### src/hw/mswp_defs.svh
// constants of the multisegment waveform player: offsets, fields, limits
// assumes inclusion by the package, the player and its bench
//
// Function
// at most thirty segments; adding a thirty-first is refused.
// each stored segment holds at least 131072 samples.
// each segment length in samples is a multiple of four.
// total length fits output memory, 4 or 16 Msamples by model.
// each segment keeps its own marker assignment and clock rate.
// writing a new segment index switches playback without reloading memory.
// short or odd segments are built by repeating the source waveform.
// host should give all segments one clock rate for fast changes.
// gated trigger mode is rejected during multisegment output.
// marker lists given after loading are not applied during output.
// marker sample delay requests are rejected during multisegment output.
// output resolution change requests are rejected during output.
// new clock frequency settings are rejected during output.
// an incompatible request is ignored, leaving all settings unchanged.
// external sample clock accepted; output then follows that clock.
// clock source select: internal, external low range, external high.
// system clock mode outputs clock and data synchronous, up to 100 MHz.
// direct external clock to the target stays at or below 40 MHz.
// between 40 and 100 MHz the outside party equalises clock delay.
// output data appears 20 to 25 ns after the input clock edge.
// out of range segment index is ignored; playback continues.
// segment change acts only when armed and triggered, from first sample.
`ifndef MSWP_DEFS_SVH
`define MSWP_DEFS_SVH

// register indices (byte address is index times four)
`define MSWP_REG_CTRL      4'h0
`define MSWP_REG_SEGSEL    4'h1
`define MSWP_REG_SEGADD    4'h2
`define MSWP_REG_SEGCFG    4'h3
`define MSWP_REG_TRIGMODE  4'h4
`define MSWP_REG_MARKDLY   4'h5
`define MSWP_REG_RESOL     4'h6
`define MSWP_REG_CLKRATE   4'h7
`define MSWP_REG_CLKSRC    4'h8
`define MSWP_REG_STATUS    4'h9
`define MSWP_REG_MARKLIST  4'ha

// control fields
`define MSWP_CTRL_ARM      0
`define MSWP_CTRL_TRIG     1
`define MSWP_CTRL_STOP     2
`define MSWP_CTRL_CLEAR    3

// limits
`define MSWP_MAX_SEGS      6'h1e
`define MSWP_MIN_SEG_LEN   25'h0020000
`define MSWP_MEM_SMALL     25'h0400000
`define MSWP_MEM_LARGE     25'h1000000
`define MSWP_RESOL_RESET   5'h10
`define MSWP_RESOL_MIN     5'h08
`define MSWP_LAT_NS        20
`define MSWP_CLK_NS        25

`endif

### src/hw/mswp_pkg.sv
// types of the multisegment waveform player
// assumes the defs header sits beside it
`include "mswp_defs.svh"
package mswp_pkg;
   typedef enum logic [1:0] {MSWP_CLK_INT, MSWP_CLK_EXT_LOW,
      MSWP_CLK_EXT_HIGH} mswp_clk_src_t;
   typedef enum logic [1:0] {MSWP_TRIG_AUTO, MSWP_TRIG_SINGLE,
      MSWP_TRIG_GATED} mswp_trig_mode_t;
   typedef enum logic [1:0] {MSWP_IDLE, MSWP_ARMED, MSWP_PLAY} mswp_state_t;
endpackage : mswp_pkg

### src/hw/mswp_player.sv
// multisegment waveform player: segment table, playback address, guards
// assumes sample memory outside reads at addr_o; one clock at 40 MHz
`timescale 1ns/1ps
`include "mswp_defs.svh"
module mswp_player
   import mswp_pkg::*;
#(
   parameter int AW = 25,
   parameter logic [24:0] MEM_SIZE = `MSWP_MEM_SMALL
)
(
   input wire logic clock_i,
   input wire logic reset_i,
   input wire logic enable_i,
   input wire logic [3:0] addr_i,
   input wire logic [31:0] wdata_i,
   input wire logic write_i,
   input wire logic read_i,
   output logic [31:0] rdata_o,
   input wire logic [31:0] mem_sample_i,
   input wire logic ext_clock_pin_i,
   output logic [AW-1:0] mem_addr_o,
   output logic [31:0] sample_o,
   output logic [3:0] marker_o,
   output logic sample_valid_o,
   output logic sample_clock_o,
   output logic [1:0] clock_source_o,
   output logic [7:0] segment_rate_o
);

   localparam int LAT_CYC = (`MSWP_LAT_NS + `MSWP_CLK_NS - 1) / `MSWP_CLK_NS;

   // segment table storage, flip-flops indexed by segment number
   logic [AW-1:0] seg_base_r [0:29];
   logic [AW-1:0] seg_len_r [0:29];
   logic [3:0] seg_mark_r [0:29];
   logic [7:0] seg_rate_r [0:29];
   logic [AW-1:0] base_nxt, len_nxt;
   logic [3:0] mark_nxt;
   logic [7:0] rate_nxt;
   logic tbl_we;

   logic [5:0] nseg_r, nseg_nxt;
   logic [AW-1:0] total_r, total_nxt;
   logic [4:0] cur_r, cur_nxt, pend_r, pend_nxt;
   logic pend_v_r, pend_v_nxt;
   mswp_state_t st_r, st_nxt;
   mswp_trig_mode_t trig_r, trig_nxt;
   mswp_clk_src_t src_r, src_nxt;
   logic [4:0] resol_r, resol_nxt;
   logic [7:0] rate_r, rate_nxt2, mdly_r, mdly_nxt;
   logic [3:0] mlist_r, mlist_nxt;
   logic [AW-1:0] pos_r, pos_nxt;
   logic [3:0] rej_r, rej_nxt;
   logic [31:0] rdata_nxt;
   logic [3:0] reg_mark_r, reg_mark_nxt;
   logic [AW-1:0] seg_len_arg;
   logic [7:0] div_r, div_nxt;
   logic sclk_r, sclk_nxt;
   logic ext_s1_r, ext_s2_r, ext_s3_r;
   logic [31:0] samp_r;
   logic [3:0] mk_r;
   logic [LAT_CYC-1:0] vpipe_r;
   logic playing, ext_tick, tick_play;

   // rounds a requested length up to a repetition meeting minimum and x4, or to all ones where x4 would overflow
   function automatic logic [AW-1:0] mswp_seg_len(input logic [AW-1:0] src);
      logic [AW-1:0] l;
      l = (src == '0) ? AW'(4) : src;
      for (int k = 0; k < AW; k++)
         if (l < AW'(`MSWP_MIN_SEG_LEN)) l = AW'(l << 1);
      if (l[1:0] != 2'h0)
         l = (l[AW-1:AW-2] != 2'h0) ? '1 : AW'(l << 2);
      return l;
   endfunction : mswp_seg_len

   assign playing = (st_r == MSWP_PLAY);
   assign seg_len_arg = AW'(wdata_i);

   // register writes, segment building and command guards
   always_comb
   begin
      nseg_nxt = nseg_r;
      total_nxt = total_r;
      cur_nxt = cur_r;
      pend_nxt = pend_r;
      pend_v_nxt = pend_v_r;
      st_nxt = st_r;
      trig_nxt = trig_r;
      src_nxt = src_r;
      resol_nxt = resol_r;
      rate_nxt2 = rate_r;
      mdly_nxt = mdly_r;
      mlist_nxt = mlist_r;
      rej_nxt = rej_r;
      reg_mark_nxt = reg_mark_r;
      tbl_we = 1'b0;
      len_nxt = mswp_seg_len(seg_len_arg);
      base_nxt = total_r;
      mark_nxt = reg_mark_r;
      rate_nxt = rate_r;
      if (pend_v_r && playing)
      begin
         cur_nxt = pend_r;
         pend_v_nxt = 1'b0;
      end
      if (write_i)
      begin
         if (addr_i == `MSWP_REG_CTRL)
         begin
            if (wdata_i[`MSWP_CTRL_ARM] && nseg_r != 6'h00 &&
                trig_r != MSWP_TRIG_GATED)
               st_nxt = MSWP_ARMED;
            if (wdata_i[`MSWP_CTRL_TRIG] && st_r == MSWP_ARMED)
               st_nxt = MSWP_PLAY;
            if (wdata_i[`MSWP_CTRL_STOP])
               st_nxt = MSWP_IDLE;
            if (wdata_i[`MSWP_CTRL_CLEAR] && !playing)
            begin
               nseg_nxt = 6'h00;
               total_nxt = '0;
               cur_nxt = 5'h00;
               rej_nxt = 4'h0;
               pend_v_nxt = 1'b0;
            end
         end
         else if (addr_i == `MSWP_REG_SEGSEL)
         begin
            // index change only, memory untouched
            if (wdata_i[5:0] < nseg_r)
            begin
               pend_nxt = wdata_i[4:0];
               pend_v_nxt = 1'b1;
            end
         end
         else if (addr_i == `MSWP_REG_SEGCFG)
         begin
            reg_mark_nxt = wdata_i[3:0];
         end
         else if (addr_i == `MSWP_REG_SEGADD)
         begin
            // append a segment, refused beyond count or memory size
            if (playing || nseg_r >= `MSWP_MAX_SEGS)
               rej_nxt[0] = 1'b1;
            else if ({1'b0, total_r} + {1'b0, len_nxt} >
                     {1'b0, MEM_SIZE[AW-1:0]})
               rej_nxt[0] = 1'b1;
            else
            begin
               tbl_we = 1'b1;
               nseg_nxt = 6'(nseg_r + 6'h01);
               total_nxt = AW'(total_r + len_nxt);
            end
         end
         else if (addr_i == `MSWP_REG_TRIGMODE)
         begin
            if (st_r != MSWP_IDLE && wdata_i[1:0] == MSWP_TRIG_GATED)
               rej_nxt[1] = 1'b1;
            else if (wdata_i[1:0] != 2'h3)
               trig_nxt = mswp_trig_mode_t'(wdata_i[1:0]);
         end
         else if (addr_i == `MSWP_REG_MARKDLY)
         begin
            if (playing) rej_nxt[2] = 1'b1;
            else mdly_nxt = wdata_i[7:0];
         end
         else if (addr_i == `MSWP_REG_MARKLIST)
         begin
            if (playing) rej_nxt[2] = 1'b1;
            else mlist_nxt = wdata_i[3:0];
         end
         else if (addr_i == `MSWP_REG_RESOL)
         begin
            if (playing) rej_nxt[3] = 1'b1;
            else if (wdata_i[4:0] >= `MSWP_RESOL_MIN &&
                     wdata_i[4:0] <= `MSWP_RESOL_RESET)
               resol_nxt = wdata_i[4:0];
         end
         else if (addr_i == `MSWP_REG_CLKRATE)
         begin
            if (playing) rej_nxt[3] = 1'b1;
            else rate_nxt2 = wdata_i[7:0];
         end
         else if (addr_i == `MSWP_REG_CLKSRC)
         begin
            if (wdata_i[1:0] != 2'h3)
               src_nxt = mswp_clk_src_t'(wdata_i[1:0]);
         end
      end
   end

   // playback address walk and deferred segment switch
   always_comb
   begin
      pos_nxt = pos_r;
      if (st_nxt != MSWP_PLAY)
         pos_nxt = '0;
      else if (pend_v_r && playing)
         pos_nxt = '0;
      else if (ext_tick)
         pos_nxt = (pos_r + AW'(1) >= seg_len_r[cur_r]) ? '0 :
            AW'(pos_r + AW'(1));
   end

   // sample tick: internal divider or synchronised pin rising edge
   assign ext_tick = (src_r == MSWP_CLK_INT) ? (div_r == 8'h00) :
      (ext_s2_r && !ext_s3_r);
   assign tick_play = ext_tick && playing;
   // divider reloads from the playing segment's own clock rate
   always_comb
   begin
      div_nxt = 8'(div_r - 8'h01);
      if (!playing || div_r == 8'h00)
         div_nxt = seg_rate_r[cur_r];
      sclk_nxt = tick_play;
   end
   // read data, standing only in the cycle after the read strobe
   always_comb
   begin
      rdata_nxt = 32'h0000_0000;
      if (read_i)
      begin
         if (addr_i == `MSWP_REG_SEGSEL) rdata_nxt = 32'(cur_r);
         else if (addr_i == `MSWP_REG_TRIGMODE) rdata_nxt = 32'(trig_r);
         else if (addr_i == `MSWP_REG_MARKDLY) rdata_nxt = 32'(mdly_r);
         else if (addr_i == `MSWP_REG_MARKLIST) rdata_nxt = 32'(mlist_r);
         else if (addr_i == `MSWP_REG_RESOL) rdata_nxt = 32'(resol_r);
         else if (addr_i == `MSWP_REG_CLKRATE) rdata_nxt = 32'(rate_r);
         else if (addr_i == `MSWP_REG_STATUS)
            rdata_nxt = 32'({rej_r, nseg_r});
      end
   end
   // state registers, all frozen while the clock enable is low
   always_ff @(posedge clock_i or posedge reset_i)
   begin
      if (reset_i)
      begin
         for (int i = 0; i < `MSWP_MAX_SEGS; i++)
         begin
            seg_base_r[i] <= '0;
            seg_len_r[i] <= '0;
            seg_mark_r[i] <= 4'h0;
            seg_rate_r[i] <= 8'h00;
         end
         nseg_r <= 6'h00;
         total_r <= '0;
         cur_r <= 5'h00;
         pend_r <= 5'h00;
         pend_v_r <= 1'b0;
         st_r <= MSWP_IDLE;
         trig_r <= MSWP_TRIG_AUTO;
         src_r <= MSWP_CLK_INT;
         resol_r <= `MSWP_RESOL_RESET;
         rate_r <= 8'h00;
         mdly_r <= 8'h00;
         mlist_r <= 4'h0;
         pos_r <= '0;
         rej_r <= 4'h0;
         reg_mark_r <= 4'h0;
         div_r <= 8'h00;
         sclk_r <= 1'b0;
         ext_s1_r <= 1'b0;
         ext_s2_r <= 1'b0;
         ext_s3_r <= 1'b0;
         samp_r <= 32'h0000_0000;
         mk_r <= 4'h0;
         vpipe_r <= '0;
         rdata_o <= 32'h0000_0000;
      end
      else if (enable_i)
      begin
         nseg_r <= nseg_nxt;
         total_r <= total_nxt;
         cur_r <= cur_nxt;
         pend_r <= pend_nxt;
         pend_v_r <= pend_v_nxt;
         st_r <= st_nxt;
         trig_r <= trig_nxt;
         src_r <= src_nxt;
         resol_r <= resol_nxt;
         rate_r <= rate_nxt2;
         mdly_r <= mdly_nxt;
         mlist_r <= mlist_nxt;
         pos_r <= pos_nxt;
         rej_r <= rej_nxt;
         reg_mark_r <= reg_mark_nxt;
         div_r <= div_nxt;
         sclk_r <= sclk_nxt;
         ext_s1_r <= ext_clock_pin_i;
         ext_s2_r <= ext_s1_r;
         ext_s3_r <= ext_s2_r;
         samp_r <= tick_play ? mem_sample_i : samp_r;
         mk_r <= tick_play ? seg_mark_r[cur_r] : mk_r;
         vpipe_r <= LAT_CYC'({vpipe_r, tick_play});
         rdata_o <= rdata_nxt;
         if (tbl_we)
         begin
            seg_base_r[nseg_r[4:0]] <= base_nxt;
            seg_len_r[nseg_r[4:0]] <= len_nxt;
            seg_mark_r[nseg_r[4:0]] <= mark_nxt;
            seg_rate_r[nseg_r[4:0]] <= rate_nxt;
         end
      end
   end
   // outputs from registers and the playing segment's table entries; mem_addr_o adds pos_r to the segment base
   assign mem_addr_o = AW'(seg_base_r[cur_r] + pos_r);
   assign sample_o = samp_r;
   assign marker_o = mk_r;
   assign sample_valid_o = vpipe_r[LAT_CYC-1];
   assign sample_clock_o = sclk_r;
   assign clock_source_o = src_r;
   assign segment_rate_o = seg_rate_r[cur_r];
endmodule : mswp_player

### config.mk
export PLATFORM = sky130hd
export DESIGN_NAME = mswp_player
export DESIGN_NICKNAME = d
export VERILOG_FILES = /design/src/hw/mswp_pkg.sv /design/src/hw/mswp_player.sv
export VERILOG_INCLUDE_DIRS = /design/src /design/src/hw
export SDC_FILE = /design/constraint.sdc
export NUM_CORES = 2
export LEC_CHECK = 0
export CAP_MARGIN = 20
export CORE_MARGIN = 3
export CORE_UTILIZATION = 50
export CTS_BUF_LIST = sky130_fd_sc_hd__clkbuf_4
export CTS_CLUSTER_DIAMETER = 40
export DETAILED_ROUTE_END_ITERATION = 8
export DONT_BUFFER_PORTS = 1
export PLACE_DENSITY = 0.79
export SYNTH_ARGS = -nofsm -noshare
export SYNTH_HDL_FRONTEND = slang
export SYNTH_SLANG_ARGS = --single-unit
### constraint.sdc
create_clock -name clock_i -period 64.9 [get_ports clock_i]
set_clock_uncertainty 0.1 [all_clocks]
set_input_delay 12.98 -clock clock_i [delete_from_list [all_inputs] [get_ports clock_i]]
set_output_delay 12.98 -clock clock_i [all_outputs]
set_load 0.05 [all_outputs]
# Word-level counts from Yosys, hierarchy flattened
# Cells that the tools add are included.
# Widths: inputs -> output; s select.
# op_classes
addsub,6
magnitude_cmp,34
eq_ne,25
mux,119
bitwise_logic,13
n_reduce_logical,45
# op_table
operator,count
$bwmux 750,2
$mux 25,44
$lt 25x18->1 const B,25
$bmux 25 s5,2
$bwmux 240,1
$demux 25 s5,1
$bwmux 120,1
$mux 10,8
$add 25x25->25,2
$mux 6,7
$bmux 8 s5,1
$demux 8 s5,1
$mux 8,4
$mux 4,7
$mux 1,27
$add 25x25->26,1
$gt 26x23->1 const B,1
$add 25x1->25 const B,1
$ge 25x25->1,1
$logic_not 25->1,1
$reduce_and 12->1,2
$reduce_and 8->1,3
$ne 2x2->1 const B,11
$bmux 4 s5,1
other kinds (36),87
# word_totals
ff_bits,2046
out_inout_bits,105
wordCells,388

# Logic depth before layout (Yosys ltp)
# logic_depth
ltp_word,65
mapped_depth,35
depth_no_buf,27

# Worst setup path after synthesis
# Ideal clock, no wire load.
# synth_path
path_type,input -> register
from,in wdata_i[19]
to,reg seg_mark_r[28] (netlist name)
arrival_time_ns,19.569
required_ns,64.675
setup_slack_ns,45.106
path_stages,31
n_path_buf,6
cell_sequence,or4_1 > buf_4 > nor4_4 > mux2_1 > o21a_1 > mux2i_1 > a21oi_4 > a2111oi_0 > nor3_1 > a211o_1 > nand2_1 > a21oi_1 > o31ai_4 > buf_2 > inv_2 > ha_1 > clkbuf_1 > inv_1 > a211oi_1 > nand3_1 > nor3_1 > o2111ai_1 > nor4b_1 > o2111a_1 > nand4_1 > a2111oi_2 > buf_2 > nand3_1 > buf_2 > clkbuf_1 > mux2_2
# synth_via
elab_chain_len,65
elab_cells_between_ends,66
classes_between,1 x add/sub; 26 x order compare; 35 x mux; 4 x reduce/logical
# synth_rtl
element,line_no,rtl
from (decl),mswp_player.sv:16,"input wire logic [31:0] wdata_i,"
$logic_not 25->1,mswp_player.sv:69,l = (src == '0) ? AW'(4) : src;
$mux 25 (*),mswp_player.sv:69,
$lt 25x18->1,mswp_player.sv:71,if (l < AW'(`MSWP_MIN_SEG_LEN)) l = AW'(l << 1);
$mux 25 (*),mswp_player.sv:71,
$lt 25x18->1,mswp_player.sv:71,
$mux 25 (*),mswp_player.sv:71,
$lt 25x18->1,mswp_player.sv:71,
$mux 25 (*),mswp_player.sv:71,
[... 47 more ...],--,
via len_nxt[15],mswp_player.sv:38,"logic [AW-1:0] base_nxt, len_nxt;"
[... 2 more ...],--,
$mux 1 (*),mswp_player.sv:145,"else if ({1'b0, total_r} + {1'b0, len_nxt} >"
$mux 1 (*),mswp_player.sv:143,if (playing || nseg_r >= `MSWP_MAX_SEGS)
$mux 1 (*),mswp_player.sv:140,else if (addr_i == `MSWP_REG_SEGADD)
$mux 1 (*),mswp_player.sv:136,else if (addr_i == `MSWP_REG_SEGCFG)
$mux 1 (*),mswp_player.sv:127,else if (addr_i == `MSWP_REG_SEGSEL)
$mux 1 (*),mswp_player.sv:109,if (addr_i == `MSWP_REG_CTRL)
$mux 1 (*),mswp_player.sv:107,if (write_i)
$reduce_and 2->1 (no line) (*),--,
"to (signal, indexed assignment)",mswp_player.sv:300,seg_mark_r[nseg_r[4:0]] <= mark_nxt;
to (decl),mswp_player.sv:36,logic [3:0] seg_mark_r [0:29];
# Mark *: on every way through the listed nets, which the timed path passes. The rest lies on a longest branch.
# A chain may end at the register's enable or synchronous reset.

# Worst setup path in the final report
# layout_path
from,in wdata_i[19]
to,reg seg_base_r[652] (netlist name)
# layout_via
elab_chain_len,65
elab_cells_between_ends,66
classes_between,1 x add/sub; 26 x order compare; 35 x mux; 4 x reduce/logical
# layout_rtl
element,line_no,rtl
$logic_not 25->1,mswp_player.sv:69,
$mux 25 (*),mswp_player.sv:69,
$lt 25x18->1,mswp_player.sv:71,
$mux 25 (*),mswp_player.sv:71,
$lt 25x18->1,mswp_player.sv:71,
$mux 25 (*),mswp_player.sv:71,
$lt 25x18->1,mswp_player.sv:71,
$mux 25 (*),mswp_player.sv:71,
[... 47 more ...],--,
via len_nxt[12],mswp_player.sv:38,
[... 2 more ...],--,
$mux 1 (*),mswp_player.sv:145,
$mux 1 (*),mswp_player.sv:143,
$mux 1 (*),mswp_player.sv:140,
$mux 1 (*),mswp_player.sv:136,
$mux 1 (*),mswp_player.sv:127,
$mux 1 (*),mswp_player.sv:109,
$mux 1 (*),mswp_player.sv:107,
$reduce_and 2->1 (no line) (*),--,
"to (signal, indexed assignment)",mswp_player.sv:298,seg_base_r[nseg_r[4:0]] <= base_nxt;
to (decl),mswp_player.sv:34,logic [AW-1:0] seg_base_r [0:29];
# Marked as above.

==> impl_metrics.csv <==
group,metric,value,unit
drt,antenna_left,0,
clock_network,clkLatencyLatePin,1.35,ns
sta,setup-violations-final,0,
drt,drtPass1Iterations,8,
job,max-cap-violations,0,
setup_path,cp-end-kind,"register",
logic_synthesis,synth_area,0.0964,sq mm
sta,fin_ws,42.12,ns
die,io_pins,179,
grt,grt_pass1_wl,413,mm
finish,layout_commonest_cell,"dfrtp_1",
drt,drt-initial-drc-count,6135,
grt,grt_use_total,26.9,%
logic_synthesis,ys.flop_type,"dfrtp_1",
placed_design,place_ws,41.02,ns
worst_hold_path,min_path_type,"reg -> reg",
logic_synthesis,yosysSeqAreaShare,52.5,%
sta,slew_violations,0,
sta,hold_violations,0,
finish,fillers,15300,
setup_path,startpoint_type,"input pin",
setup_path,worst_r2r_startpoint,"base_nxt[0]",
grt,grt_start_max_net_pins,194,
drt,drc,0,
clock_network,postCtsHoldBufs,0,
setup_path,path_class,"in -> reg",
placed_design,place.gp.congestion,0.924,
clock_network,root_buffer,"clkbuf_4",
die,rows,160,
setup_path,cp-startpoint,"wdata_i[19]",
sta,finalCritPeriodShare,35.1,%
logic_synthesis,synthArstFlopShare,100,%
die,dieHeight,445,um
finish,fin_nets,8191,
pwr,leakagePower,48.7,nW
finish,drive_gt1_share,32.3,%
logic_synthesis,synth_cell_types,102,
sta,fin_setup_tns,0,ns
grt,grt_pass1_vias,70900,
setup_path,crit_arrival,23.86,ns
die,die-width,445,um
clock_network,cts_setup_buffers,0,
worst_hold_path,min_from,"seg_len_r[598]",
drt,route.vias.total,68100,
clock_network,cts_tree,"done",
logic_synthesis,synth_top_area_share,52.5,%
die,fp.coreArea,0.191,sq mm
logic_synthesis,avgSynthCellArea,12.0,sq um
sta,tightest_slew,1.23,ns
sta,slew_headroom,18.1,%
die,start_util,50.5,%
logic_synthesis,yosys_register_bits,2024,
clock_network,htree_levels,6,
logic_synthesis,synth-edff-count,0,
clock_network,clk_pin_slew_worst_paths,0.06,ns
grt,grt_overflow,0,
logic_synthesis,yosysWarnings,0,
finish,areaGrowthSynthToFinish,9.00,%
grt,grt_antenna_before_repair,4,
clock_network,cts_sinks,2024,
drt,viasPerCell,6.26,
logic_synthesis,synth_cells,8049,
die,dieArea,0.198,sq mm
pwr,p_per_area,25.9,mW/mm^2
placed_design,portBuffers,0,
drt,wl,268,mm
sta,max_freq,43.9,MHz
sta,period_needed,22.78,ns
setup_path,required,65.98,ns
pwr,ir_drop,0.0182,mV
clock_network,cts_buffer_depth,4,
clock_network,cts_buffers,534,
logic_synthesis,ys_top_cells_by_area,"dfrtp_1 52%, mux2_2 15%, mux4_2 7.1%",
logic_synthesis,yosysTopAreaCell,"dfrtp_1",
outcome,status,"finished, final reports clean",
finish,layout_common_cells,"2018 x dfrtp_1, 1310 x mux2_2, 969 x nand2_1",
clock_network,postCtsResizedCells,0,
placed_design,dp_hpwl,156,mm
setup_path,crit_path_max_fanout,47,
sta,rsz0062_at_grt,"no",
drt,wl_per_cell,24.7,um
-- cells in the mapped netlist (all sizes together), types with 35 or more instances --
| cell type | count |
|---|---|
| mux2i | 314 |
| buf | 280 |
| o21ai | 967 |
| a21oi | 220 |
| mux2 | 1311 |
| inv | 119 |
| mux4 | 302 |
| nand3 | 103 |
| nor3 | 42 |
| nand2 | 972 |
| clkbuf | 479 |
| a31oi | 35 |
| nor2 | 112 |
| a211oi | 41 |
| o221ai | 122 |
| xnor2 | 40 |
| ha | 86 |
| o22ai | 78 |
| o211ai | 41 |
| dfrtp | 2023 |
-- metrics by stage --
step / std cells / utilization (%) / total power, mW / hold WS (ns) / area, sq um
after floorplan: 8070 / - / 1.58 / 0.344 / 96500
after global placement: 9979 / 51.5 / 1.66 / 0.356 / 98400
after global routing: 10900 / 55.0 / 2.83 / 0.393 / 105000
after CTS: 10800 / 54.8 / 2.73 / 0.379 / 105000
final: 10900 / 55.0 / 2.72 / 0.377 / 105000
after detailed placement: 9987 / 51.6 / 1.67 / 0.365 / 98500
-- worst paths after layout --
| kind | to | slack [ns] | depth (start not counted) |
|---|---|---|---|
| min reg2reg | seg_len_r[598] | 0.38 | 2 |
| min in group asynchronous | seg_len_r[389] | 11.64 | 1 |
| min | seg_len_r[598] | 0.38 | 2 |
| max reg2reg | seg_base_r[652] | 57.18 | 16 |
| max in group asynchronous | seg_base_r[143] | 48.53 | 6 |
| max | seg_base_r[652] | 42.12 | 25 |
-- where the power goes --
part	internal (mW)	leakage, nW	switching [mW]
logic	0.0984	16.7	0.208
clock network	0.554	3.77	0.515
registers	1.28	28.2	0.0682
total	1.93	48.7	0.791
-- registers in the layout, indices dropped and copies added (netlist names), 10 cells and up --
signal	cells
seg_base_r	750
seg_len_r	750
seg_rate_r	240
seg_mark_r	120
sample_o	32
base_nxt	25
pos_r	25
rdata_o	10
-- critical path, stage by stage --
cell and delay [ns]:
or4_1 0.75, nor4_2 0.63, and2_1 0.76, nand2_1 0.48, nor2_1 0.49, and3_1 0.25
a221oi_2 0.08, a211o_1 0.32, nand2_1 0.07, a22o_1 0.87, inv_1 0.35, ha_1 0.46
a21oi_1 0.15, o21ai_0 0.09, a21o_1 0.23, nor2_1 0.23, o2111ai_1 0.16, nor4b_1 0.48
o2111a_1 0.28, nand4_1 0.42, a2111oi_4 0.48, buf_4 0.68, nand3_4 0.93, buf_4 0.71
mux2_2 0.40
-- cell families after synthesis --
logic type | synth area share (%)
other cells | 0.00389
flops | 52.5
compound gates | 10.1
simple gates | 6.33
fa+ha+maj | 1.16
buf+inv | 3.67
xor+xnor | 0.572
mux | 25.6
-- metal layers --
layer  vias up  share of wire, %  GRT usage, %
met5         -            0.0045             0
met4         2               6.2          16.5
met3       845               7.9          5.66
met2      3211                48          43.8
met1     34800                38          32.9
li1      29300                 -             -
-- area by class of cell --
type	instances	area [sq um]	share of cell area (%)
Sequential cell	2024	50700	48.2
Multi-Input combinational cell	5168	42800	40.8
Clock buffer	740	5560	5.28
Tap cell	2511	3140	2.99
Timing Repair Buffer	182	1760	1.68
Clock inverter	118	674	0.642
Inverter	119	450	0.428
Antenna cell	9	22.5	0.0214
No activity file was read; power rests on OpenSTA's default activity.
